[config.mk]
export PLATFORM = sky130hd
export DESIGN_NAME = hbr_banked_regs
export DESIGN_NICKNAME = d
export VERILOG_FILES = /design/src/common/hbr_pkg.sv /design/src/hbr_banked_regs.sv
export SDC_FILE = /design/constraint.sdc
export NUM_CORES = 1
export LEC_CHECK = 0
export BUFFER_PORTS_ARGS = -buffer_cell sky130_fd_sc_hd__clkbuf_2
export CORE_ASPECT_RATIO = 0.75
export CORE_MARGIN = 2
export CORE_UTILIZATION = 40
export CTS_CLUSTER_SIZE = 14
export DETAILED_ROUTE_END_ITERATION = 10
export GPL_TIMING_DRIVEN = 0
export PLACE_DENSITY = 0.67
export SYNTH_ARGS = -nofsm -noshare
export SYNTH_HDL_FRONTEND = slang
export SYNTH_SLANG_ARGS = --single-unit
[constraint.sdc]
create_clock -name CLK -period 3.1 [get_ports CLK]
set_clock_uncertainty 0.2 [all_clocks]
set_input_delay 0.465 -clock CLK [delete_from_list [all_inputs] [get_ports CLK]]
set_output_delay 0.465 -clock CLK [all_outputs]
set_load 0.005 [all_outputs]
[src/common/hbr_pkg.sv]
// How it works
// - Write-one-to-clear bits clear on a one and ignore a zero.
// - Six-bit bank choice field, reset zero, selects one of 64 banks.
// - Bank selector answers at offset 0x0E in every bank.
// - Selector reached as dword at 0xC, or word or byte at 0xE.
// - Dword write at 0xC changes only the selector, never 0xC or 0xD.
// - Strap high at reset loads base address from EEPROM word zero.
// - Base address stays host writable; host writes never touch EEPROM.
// - Strap low resets base address to 0x300.
// - Access is ours when base bits 15:8 and 7:5 match address bits.
// - Watermark bit 12: zero selects 3 KB, one selects 2 KB; resets zero.
// - Illegal byte enables set bit 15 and capture enables in bits 14:11.
// - Simultaneous sync and async transfers set bit 10; one clears it.
// - Burst field 14:12: single, 4, 8 or 16 beats; resets zero.
// - Bank 1 holds nothing except the bank selector.
// - Strap high at reset also loads MAC words one to three into low, middle, high.
// - Host may rewrite MAC registers; EEPROM copy stays unchanged.
// - Bank 2 offset 0x00 holds the low MAC address word.
// - Middle and high MAC words sit at bank 2 offsets 0x02 and 0x04.
//
// Purpose: Constants, carriers and state for the banked host register block.
// Assumes: Host bus pins are synchronised inside the block.
// Notes:   Offsets are byte offsets within the 16-byte I/O window.
package hbr_pkg;

	// ----------------------------------------------------------------
	// Offsets, banks and field layout
	// ----------------------------------------------------------------
	localparam logic [3:0]  OFF_BASE      = 4'h0;
	localparam logic [3:0]  OFF_WMARK     = 4'h4;
	localparam logic [3:0]  OFF_BUS_ERR   = 4'h6;
	localparam logic [3:0]  OFF_BURST     = 4'h8;
	localparam logic [3:0]  OFF_BANK_SEL  = 4'hE;
	localparam logic [3:0]  OFF_DWORD_SEL = 4'hC;
	localparam logic [3:0]  OFF_MAC_LOW   = 4'h0;
	localparam logic [3:0]  OFF_MAC_MID   = 4'h2;
	localparam logic [3:0]  OFF_MAC_HIGH  = 4'h4;
	localparam logic [5:0]  BANK_CTRL     = 6'h00;
	localparam logic [5:0]  BANK_MAC      = 6'h02;
	localparam logic [15:0] MASK_BASE     = 16'hFFE0;
	localparam logic [15:0] MASK_BANK     = 16'h003F;
	localparam logic [15:0] MASK_WMARK    = 16'h1000;
	localparam logic [15:0] MASK_BURST    = 16'h7000;
	localparam int          POS_WMARK     = 12;
	localparam int          POS_BURST     = 12;
	localparam int          POS_ILLEGAL_BYTE_ENABLE_FLAG      = 15;
	localparam int          POS_ILLEGAL_BYTE_ENABLE_VALUE     = 11;
	localparam int          POS_MIXED     = 10;

	// ----------------------------------------------------------------
	// Reset values and load timing
	// ----------------------------------------------------------------
	localparam logic [15:0] BASE_DEFAULT  = 16'h0300;
	localparam logic [5:0]  BANK_RESET    = 6'h00;
	localparam logic [2:0]  BURST_RESET   = 3'h0;
	localparam logic [1:0]  EE_WORD_BASE  = 2'h0;
	localparam logic [1:0]  EE_WORD_LAST  = 2'h3;
	localparam logic [1:0]  LOAD_SETTLE   = 2'h3;

	// Loader states
	typedef enum logic [1:0] {LD_SETTLE, LD_REQ, LD_WAIT, LD_IDLE} hbr_load_t;

	// Host bus pins as one group
	typedef struct packed {
		logic [15:0] addr;
		logic [3:0]  be;
		logic [31:0] wdata;
		logic        wr;
		logic        rd;
	} hbr_host_req_t;

	// Whole state of the register block
	typedef struct packed {
		hbr_host_req_t req_s1;
		hbr_host_req_t req_s2;
		logic          wr_prev;
		logic          rd_prev;
		logic [1:0]    sync_sh;
		logic [1:0]    async_sh;
		logic [1:0]    strap_sh;
		hbr_load_t     ld;
		logic          ld_busy;
		logic [1:0]    ld_cnt;
		logic          ee_req;
		logic [5:0]    bank;
		logic [15:0]   base;
		logic          wmark;
		logic          illegal_byte_enable_flag;
		logic [3:0]    illegal_byte_enable_value;
		logic          mixed;
		logic [2:0]    burst;
		logic [15:0]   mac_low;
		logic [15:0]   mac_mid;
		logic [15:0]   mac_high;
		logic [31:0]   rdata;
		logic          rvalid;
	} hbr_state_t;

endpackage : hbr_pkg

[src/hbr_banked_regs.sv]
// Purpose: Banked host register block: bank select, base decode, bus errors,
//          watermark and burst setup, MAC address words with EEPROM preload.
// Assumes: Host pins are asynchronous and held stable across a strobe;
//          the EEPROM word reader runs on CLK.
// Notes:   Host accesses are ignored while the preload runs.
`timescale 1ns/1ps
module hbr_banked_regs
	import hbr_pkg::*;
(
	input  wire logic          CLK,
	input  wire logic          SRST,
	input  wire hbr_host_req_t HOST_REQ,
	input  wire logic          HOST_SYNC_XFER,
	input  wire logic          HOST_ASYNC_XFER,
	input  wire logic          EEPROM_ENABLE_PIN,
	input  wire logic          EE_ACK,
	input  wire logic [15:0]   EE_DATA,
	output logic [31:0]        HOST_RDATA,
	output logic               HOST_RVALID,
	output logic               LOAD_BUSY,
	output logic               EE_REQ,
	output logic [1:0]         EE_WORD,
	output logic [5:0]         BANK_SELECT,
	output logic               RX_WM_2KB,
	output logic [2:0]         BURST_LENGTH,
	output logic [47:0]        HOST_MAC
);

	// ----------------------------------------------------------------
	// Helpers
	// ----------------------------------------------------------------

	// Byte-lane merge limited to the writable bits
	function automatic logic [15:0] lane_merge(input logic [15:0] old_v,
		input logic [15:0] new_v, input logic [1:0] be, input logic [15:0] msk);
		logic [15:0] bm;
		bm = {{8{be[1]}}, {8{be[0]}}} & msk;
		return (old_v & ~bm) | (new_v & bm);
	endfunction : lane_merge

	// Only single bytes, aligned halves and the full dword are legal
	function automatic logic be_legal(input logic [3:0] be);
		logic ok;
		ok = 1'b0;
		unique case (be)
			4'h1, 4'h2, 4'h4, 4'h8, 4'h3, 4'hC, 4'hF: ok = 1'b1;
			default: ok = 1'b0;
		endcase
		return ok;
	endfunction : be_legal

	// Write one 16-bit half; reserved bits never change
	function automatic hbr_state_t half_write(input hbr_state_t s,
		input logic [3:0] off, input logic [15:0] d, input logic [1:0] be);
		hbr_state_t r;
		logic [15:0] t;
		r = s;
		t = 16'h0000;
		// selector ahead of any bank decode
		if (off == OFF_BANK_SEL) begin
			t = lane_merge({10'h000, s.bank}, d, be, MASK_BANK);
			r.bank = t[5:0];
		end else if (s.bank == BANK_CTRL) begin
			unique case (off)
				OFF_BASE: begin
					r.base = lane_merge(s.base, d, be, MASK_BASE);
				end
				OFF_WMARK: begin
					t = lane_merge({3'h0, s.wmark, 12'h000}, d, be, MASK_WMARK);
					r.wmark = t[POS_WMARK];
				end
				OFF_BUS_ERR: begin
					// a one clears, a zero leaves the flag
					if (be[1] && d[POS_ILLEGAL_BYTE_ENABLE_FLAG])
						r.illegal_byte_enable_flag = 1'b0;
					if (be[1] && d[POS_MIXED])
						r.mixed = 1'b0;
				end
				OFF_BURST: begin
					t = lane_merge({1'b0, s.burst, 12'h000}, d, be, MASK_BURST);
					r.burst = t[POS_BURST +: 3];
				end
				default: r = s;
			endcase
		end else if (s.bank == BANK_MAC) begin
			// host may rewrite all three MAC words
			unique case (off)
				OFF_MAC_LOW:  r.mac_low  = lane_merge(s.mac_low, d, be, 16'hFFFF);
				OFF_MAC_MID:  r.mac_mid  = lane_merge(s.mac_mid, d, be, 16'hFFFF);
				OFF_MAC_HIGH: r.mac_high = lane_merge(s.mac_high, d, be, 16'hFFFF);
				default:      r = s;
			endcase
		end
		return r;
	endfunction : half_write

	// Read one 16-bit half; reserved bits and empty banks read zero
	function automatic logic [15:0] half_read(input hbr_state_t s, input logic [3:0] off);
		logic [15:0] v;
		v = 16'h0000;
		// bank 1 and unused banks show only the selector
		if (off == OFF_BANK_SEL) begin
			v = {10'h000, s.bank};
		end else if (s.bank == BANK_CTRL) begin
			unique case (off)
				OFF_BASE:    v = s.base & MASK_BASE;
				OFF_WMARK:   v = {3'h0, s.wmark, 12'h000};
				OFF_BUS_ERR: v = {s.illegal_byte_enable_flag, s.illegal_byte_enable_value, s.mixed, 10'h000};
				OFF_BURST:   v = {1'b0, s.burst, 12'h000};
				default:     v = 16'h0000;
			endcase
		end else if (s.bank == BANK_MAC) begin
			unique case (off)
				OFF_MAC_LOW:  v = s.mac_low;
				OFF_MAC_MID:  v = s.mac_mid;
				OFF_MAC_HIGH: v = s.mac_high;
				default:      v = 16'h0000;
			endcase
		end
		return v;
	endfunction : half_read

	// ----------------------------------------------------------------
	// Access decode
	// ----------------------------------------------------------------
	hbr_state_t r_q;
	hbr_state_t r_d;
	logic       wr_ev;
	logic       rd_ev;
	logic       hit;
	logic       legal;
	logic       busy;
	logic       mixed_ev;
	logic [3:0] off_lo;
	logic [3:0] off_hi;

	// Strobe edges seen only on the second sync stage
	assign wr_ev = r_q.req_s2.wr && !r_q.wr_prev;
	assign rd_ev = r_q.req_s2.rd && !r_q.rd_prev;
	assign busy  = r_q.ld_busy;
	// compare base bits 15:8 and 7:5
	assign hit   = (r_q.req_s2.addr[15:8] == r_q.base[15:8])
		&& (r_q.req_s2.addr[7:5] == r_q.base[7:5]);
	assign legal = be_legal(r_q.req_s2.be);
	// dword index picks 0xC, halves reach 0xE
	assign off_lo = {r_q.req_s2.addr[3:2], 2'b00};
	assign off_hi = {r_q.req_s2.addr[3:2], 2'b10};
	assign mixed_ev = r_q.sync_sh[1] && r_q.async_sh[1];

	// ----------------------------------------------------------------
	// Next state
	// ----------------------------------------------------------------
	always_comb begin
		r_d = r_q;
		// Two-stage synchronisers; stage one feeds stage two only
		r_d.req_s1   = HOST_REQ;
		r_d.req_s2   = r_q.req_s1;
		r_d.wr_prev  = r_q.req_s2.wr;
		r_d.rd_prev  = r_q.req_s2.rd;
		r_d.sync_sh  = {r_q.sync_sh[0], HOST_SYNC_XFER};
		r_d.async_sh = {r_q.async_sh[0], HOST_ASYNC_XFER};
		r_d.strap_sh = {r_q.strap_sh[0], EEPROM_ENABLE_PIN};
		r_d.rvalid   = 1'b0;

		// Preload: strap sampled once the synchroniser has settled
		unique case (r_q.ld)
			LD_SETTLE: begin
				r_d.ld_cnt = r_q.ld_cnt + 2'h1;
				if (r_q.ld_cnt == LOAD_SETTLE) begin
					r_d.ld_cnt = EE_WORD_BASE;
					// strap low keeps the 0x300 default
					r_d.ld = r_q.strap_sh[1] ? LD_REQ : LD_IDLE;
				end
			end
			LD_REQ: begin
				r_d.ee_req = 1'b1;
				r_d.ld     = LD_WAIT;
			end
			LD_WAIT: begin
				if (EE_ACK) begin
					r_d.ee_req = 1'b0;
					// word zero is the base address
					// words one to three are the MAC words
					unique case (r_q.ld_cnt)
						2'h0: r_d.base     = EE_DATA & MASK_BASE;
						2'h1: r_d.mac_low  = EE_DATA;
						2'h2: r_d.mac_mid  = EE_DATA;
						2'h3: r_d.mac_high = EE_DATA;
					endcase
					r_d.ld_cnt = r_q.ld_cnt + 2'h1;
					r_d.ld = (r_q.ld_cnt == EE_WORD_LAST) ? LD_IDLE : LD_REQ;
				end
			end
			LD_IDLE: r_d.ld_cnt = r_q.ld_cnt;
		endcase
		// Busy kept in a flop so the port comes straight from one
		r_d.ld_busy = (r_d.ld != LD_IDLE);

		// Host accesses, refused while loading
		if (!busy && hit && (wr_ev || rd_ev)) begin
			if (!legal) begin
				// first capture held while flag stays set
				if (!r_q.illegal_byte_enable_flag)
					r_d.illegal_byte_enable_value = r_q.req_s2.be;
				r_d.illegal_byte_enable_flag = 1'b1;
				r_d.rvalid = rd_ev;
				r_d.rdata  = 32'h0000_0000;
			end else if (wr_ev) begin
				// 0xC half holds nothing, so only 0xE changes
				if (|r_q.req_s2.be[1:0])
					r_d = half_write(r_d, off_lo, r_q.req_s2.wdata[15:0],
						r_q.req_s2.be[1:0]);
				if (|r_q.req_s2.be[3:2])
					r_d = half_write(r_d, off_hi, r_q.req_s2.wdata[31:16],
						r_q.req_s2.be[3:2]);
			end else begin
				// Unselected byte lanes read as zero
				r_d.rvalid = 1'b1;
				r_d.rdata  = {half_read(r_q, off_hi), half_read(r_q, off_lo)}
					& {{8{r_q.req_s2.be[3]}}, {8{r_q.req_s2.be[2]}},
					{8{r_q.req_s2.be[1]}}, {8{r_q.req_s2.be[0]}}};
			end
		end

		// set wins over a same-cycle clear
		if (mixed_ev)
			r_d.mixed = 1'b1;
	end

	// ----------------------------------------------------------------
	// State register
	// ----------------------------------------------------------------
	always_ff @(posedge CLK) begin
		if (SRST) begin
			r_q          <= '0;
			r_q.ld       <= LD_SETTLE;
			r_q.ld_busy  <= 1'b1;
			r_q.bank     <= BANK_RESET;
			r_q.base     <= BASE_DEFAULT;
			r_q.wmark    <= 1'b0;
			r_q.burst    <= BURST_RESET;
		end else begin
			r_q <= r_d;
		end
	end

	// Ports straight from the state register
	assign HOST_RDATA   = r_q.rdata;
	assign HOST_RVALID  = r_q.rvalid;
	assign LOAD_BUSY    = busy;
	assign EE_REQ       = r_q.ee_req;
	assign EE_WORD      = r_q.ld_cnt;
	assign BANK_SELECT  = r_q.bank;
	// one selects the 2 KB watermark
	assign RX_WM_2KB    = r_q.wmark;
	// burst code handed to the transfer engine
	assign BURST_LENGTH = r_q.burst;
	assign HOST_MAC     = {r_q.mac_high, r_q.mac_mid, r_q.mac_low};

	logic acc_ok;
	logic illegal_byte_enable_flag_clr;
	assign acc_ok   = !busy && hit && legal;
	assign illegal_byte_enable_flag_clr = acc_ok && wr_ev && r_q.bank == BANK_CTRL
		&& r_q.req_s2.addr[3:2] == 2'h1 && r_q.req_s2.be[3]
		&& r_q.req_s2.wdata[31];

	// Upper byte writes of the configuration halves
	logic ctrl_wr;
	logic mac_wr;
	assign ctrl_wr = acc_ok && wr_ev && r_q.bank == BANK_CTRL && r_q.req_s2.be[1];
	assign mac_wr  = acc_ok && wr_ev && r_q.bank == BANK_MAC && r_q.req_s2.be[3];
endmodule : hbr_banked_regs

==> impl_summary.md <==
Clocking
The number of setup buffers added after CTS is 0. TritonCTS built the clock tree. The source-to-sink clock delay at the later pin of the worst-skew pair is 0.53 ns. The number of H-tree levels is 1. The clock buffer count from CTS is 23. The clock sink count is about 220.

Counting along the longest clock path gives a buffer depth of 3. The tree is rooted in a sky130_fd_sc_hd__clkbuf_16. After clock tree synthesis, the clock-pin slew on the worst setup and hold paths is around 0.060 ns. The count of cells resized by post-cts repair is 0.

Power
The cell internal power dissipation is approximately 5000 uW. Power spread over the standard cell area amounts to around 550 mW/mm^2. VDD sags by at most around 0.4 mV.

The total net switching power is 1680 uW. The fraction of power spent switching nets is between 20% and 30%. In this run the static leakage power is 0.00519 uW.

Per report_power, the sequential group accounts for between 40% and 50% of the total. The part of the power in combinational logic is about a tenth. The share of power burned in the clock network is between 40 and 50%.

Critical path
The worst register-to-register path begins at r_q[106]. Across all register-to-register paths, the minimum setup slack is 0.23 ns. STA classifies the critical path startpoint as a register.

In this run the critical register-to-register path is captured at HOST_RVALID. For the worst flop-to-flop path, the logic depth is 5. The count of buffering cells on the critical path with inverters included is 1.

Along the worst path, the maximum fanout reaches 10. Traced cell by cell, the critical path runs through xor2_1, a2111oi_4, nand4_1, clkbuf_1, a2111oi_0. Data arrives at the worst endpoint at approximately 3.0 ns. The cell family contributing the most delay on the critical path is compound AO/OA/AOI/OAI gates. The setup path with the least slack is of type register to register. The endpoint kind of the worst setup timing path is a register. The library cell contributing the largest single delay on the critical path is sky130_fd_sc_hd__a2111oi_0. The largest single stage delay on the critical path is roughly 0.8 ns. The start point of the critical path is r_q[106]. At the worst endpoint, the required time is roughly 3.3 ns.

Floorplanning
During I/O placement, the number of pins put on the boundary was roughly 170. The width of the die is 183 um. The floorplan step defined a die boundary enclosing between 0.02 and 0.03 mm^2. The initial utilization of the core area, before any placement, comes to 40.4%. The core region is 0.0238 mm^2.

The number of standard-cell rows in the floorplan is 49. The vertical die dimension is 138 um.

STA
Once routing completed, OpenROAD measured the worst setup slack at approximately 0.23 ns. Setup repair after global routing left no endpoint under its margin. Setup violations remaining at the end of the flow were counted as 0.

For this run, the top clock speed supported by timing is 348 MHz. The pin slew with the least headroom to its limit is 1.11 ns. The share of the cycle needed by the critical path after routing is roughly 93%. The worst max-slew margin expressed relative to the limit is between 20% and 30%.

The number of pins exceeding their max-slew limit in the final report was 0. The worst path in the final design needs a cycle of about 2.9 ns, including I/O delays and setup. The final total negative setup slack is 0 ns.

The count of endpoints failing hold in the final timing report is 0.

Placement
The sum of net half-perimeters after detailed placement is 21400 um. Input and output buffers added on the ports amount to 166. Routability-driven placement finished with a final weighted congestion of approximately 0.95. The worst slack at placement is approximately 0.34 ns.

Detailed routing
Dividing the detail-routed wire length by the instance count gives around 18 um. The DRC violation count after routing is 0. For this run, the detailed router's first-pass iteration total came to 5. The detailed router finished its first iteration with about 650 violations. The routed layout has 7787 vias.

Wires add up to 28400 um. In this run the remaining antenna-violating nets after routing total 0. The via count normalized by instance count is approximately 5.0.

Yosys
The number of nets handed over by synthesis was around 1100. The largest total area in the synthesized netlist belongs to sky130_fd_sc_hd__dfxtp_1. In the synthesized netlist, the number of instances is approximately 1000. In this run the biggest area consumer among cell types represents between 40 and 50% of the synthesized area.

The most used flip-flop cell after synthesis is sky130_fd_sc_hd__dfxtp_1. After synthesis the cells add up to a little under 0.01 mm^2. The count of cell types in the netlist is 50. The share of async-settable or async-resettable flops after synthesis is 0%.

Sequential elements use around 47% of the synthesized area. The Yosys step of the flow raised 0 warnings. The post-synthesis register bit count is 224. Yosys mapped a number of flops with a built-in enable equal to 0.

Averaged over all synthesized cells, the footprint is slightly below 10 um^2. By area the synthesized netlist is led by sky130_fd_sc_hd__dfxtp_1 (47%), sky130_fd_sc_hd__nor2b_1 (8.3%), sky130_fd_sc_hd__buf_4 (7.2%).

Hold path
In this run the most critical hold path is launched from EE_ACK. The terminating pin of the worst hold path is LOAD_BUSY. The number of instances on the worst hold path is 4. The tightest min-delay check is of the input pin to register type.

Flow run
The max-capacitance violation count is 0.

Status
The run finished with clean final reports.

Global routing
The overall routing resource usage is a little over a fifth. The global-route wire length before repair is about 43000 um. The via count of the first global-routing pass came to ~7300. The initial antenna violation count is 0. The sum of overflow across all layers after global routing is 0. Entering global routing, the biggest net connects 15 pins.

Layout
The number of nets in the layout is 1325. Relative to the synthesized area, the layout overhead comes to 26.5%. The library cell used most frequently in the layout, excluding fill and tap cells, is sky130_fd_sc_hd__dfxtp_1. The library cells used most frequently in the layout, excluding fill and tap cells, are sky130_fd_sc_hd__dfxtp_1 (224), sky130_fd_sc_hd__clkbuf_2 (166), sky130_fd_sc_hd__nor2b_1 (128), sky130_fd_sc_hd__buf_4 (92), sky130_fd_sc_hd__nand2_1 (73). The number of diodes added for antenna fixing is 0.

Of the cells placed in the final design, the portion with a size suffix greater than 1 is between 20% and 30%.
-- layer usage --
metal	vias up	wire length (um)	track usage [%]
met5	-	0	0
met4	0	545	4.97
met3	36	2700	4.61
met2	349	11200	30.9
met1	3566	13900	33.9
li1	3836	-	-
-- worst reg2reg max path: cells and delay by family (launching register included) --
family / cells / cell delay (ns)
compound gates: 2 / 1.18
flops: 1 / 0.48
simple gates: 1 / 0.35
buf+inv: 1 / 0.35
xor+xnor: 1 / 0.15
-- repair_timing --
item,CTS,global route
setup endpoints to repair,0,0
hold endpoints to repair,54,0
hold buffers,54,0
-- flip-flops by register name (all words and copies together) (netlist names), named ones only --
| register | count |
|---|---|
| HOST_RDATA | 32 |
| r_q | 127 |
| HOST_MAC | 48 |
| HOST_RVALID | 1 |
| EE_REQ | 1 |
| EE_WORD | 2 |
| off_hi | 2 |
| LOAD_BUSY | 1 |
-- through the flow --
stage	instances	hold WS (ns)	total power (uW)	utilization, %	area [um^2]
2_1_floorplan	999	0.214	3500	-	9620
3_3_place_gp	1471	0.221	3750	45.5	10800
3_5_place_dp	1471	0.220	3760	45.5	10800
4_1_cts	1566	0.0447	6740	51.2	12200
5_1_grt	1566	0.105	6930	51.2	12200
6_report	1566	0.0642	6710	51.2	12200
-- cells in the mapped netlist, drive strengths merged (2+ instances only) --
cell type    n
nor2        17
xor2        11
clkbuf      54
inv          8
o2bb2ai     22
nand4       13
mux2        28
and3         8
nand2       73
and2         2
ha           5
and4         4
and3b        2
a22oi       14
o21ai       12
nand3       67
buf        101
dfxtp      224
nor4         9
mux2i       55
a221o        2
a21oi       33
nor3         6
a2111oi      2
nand2b      23
nor2b      128
a22o        21
a31oi        2
a21o        41
-- power groups by stage --
stage / logic [uW] / clock network [uW] / registers (uW)
detailed placement: 635 / 0 / 3120
finish: 702 / 2950 / 3060
floorplan: 414 / 0 / 3090
global route: 767 / 3100 / 3070
global placement: 626 / 0 / 3120
CTS: 691 / 3000 / 3060
-- area by class of cell --
| cell class | count | area, um^2 |
|---|---|---|
| Clock buffer | 31 | 626 |
| Sequential cell | 224 | 4480 |
| Inverter | 8 | 30.0 |
| Clock inverter | 10 | 173 |
| Tap cell | 306 | 383 |
| Multi-Input combinational cell | 612 | 4160 |
| Timing Repair Buffer | 220 | 1370 |
| Fill cell | 2249 | 11600 |
| Buffer | 155 | 940 |
-- kinds of logic (layout without fill, tap and decap cells) --
logic type	count (synthesis)	in the layout	share of synthesized area (%)
adder cells (fa/ha/maj)	5	5	0.651
flip-flops	224	224	46.6
XOR/XNOR	11	11	1.00
AND/OR/NAND/NOR	358	358	20.9
buffers and inverters	163	424	10.1
AO/OA/AOI/OAI	155	155	11.8
multiplexers	83	83	9.00
-- worst max path at each step --
stage	to	cells past startpoint	slack (ns)
finish	HOST_RVALID	5	0.23
global route	HOST_RVALID	5	0.09
CTS	HOST_RVALID	5	0.29
detailed placement	HOST_RVALID	5	0.34
global placement	HOST_RVALID	5	0.25
floorplan	HOST_MAC[0]	7	0.83
(Power assumes the default switching activity.)
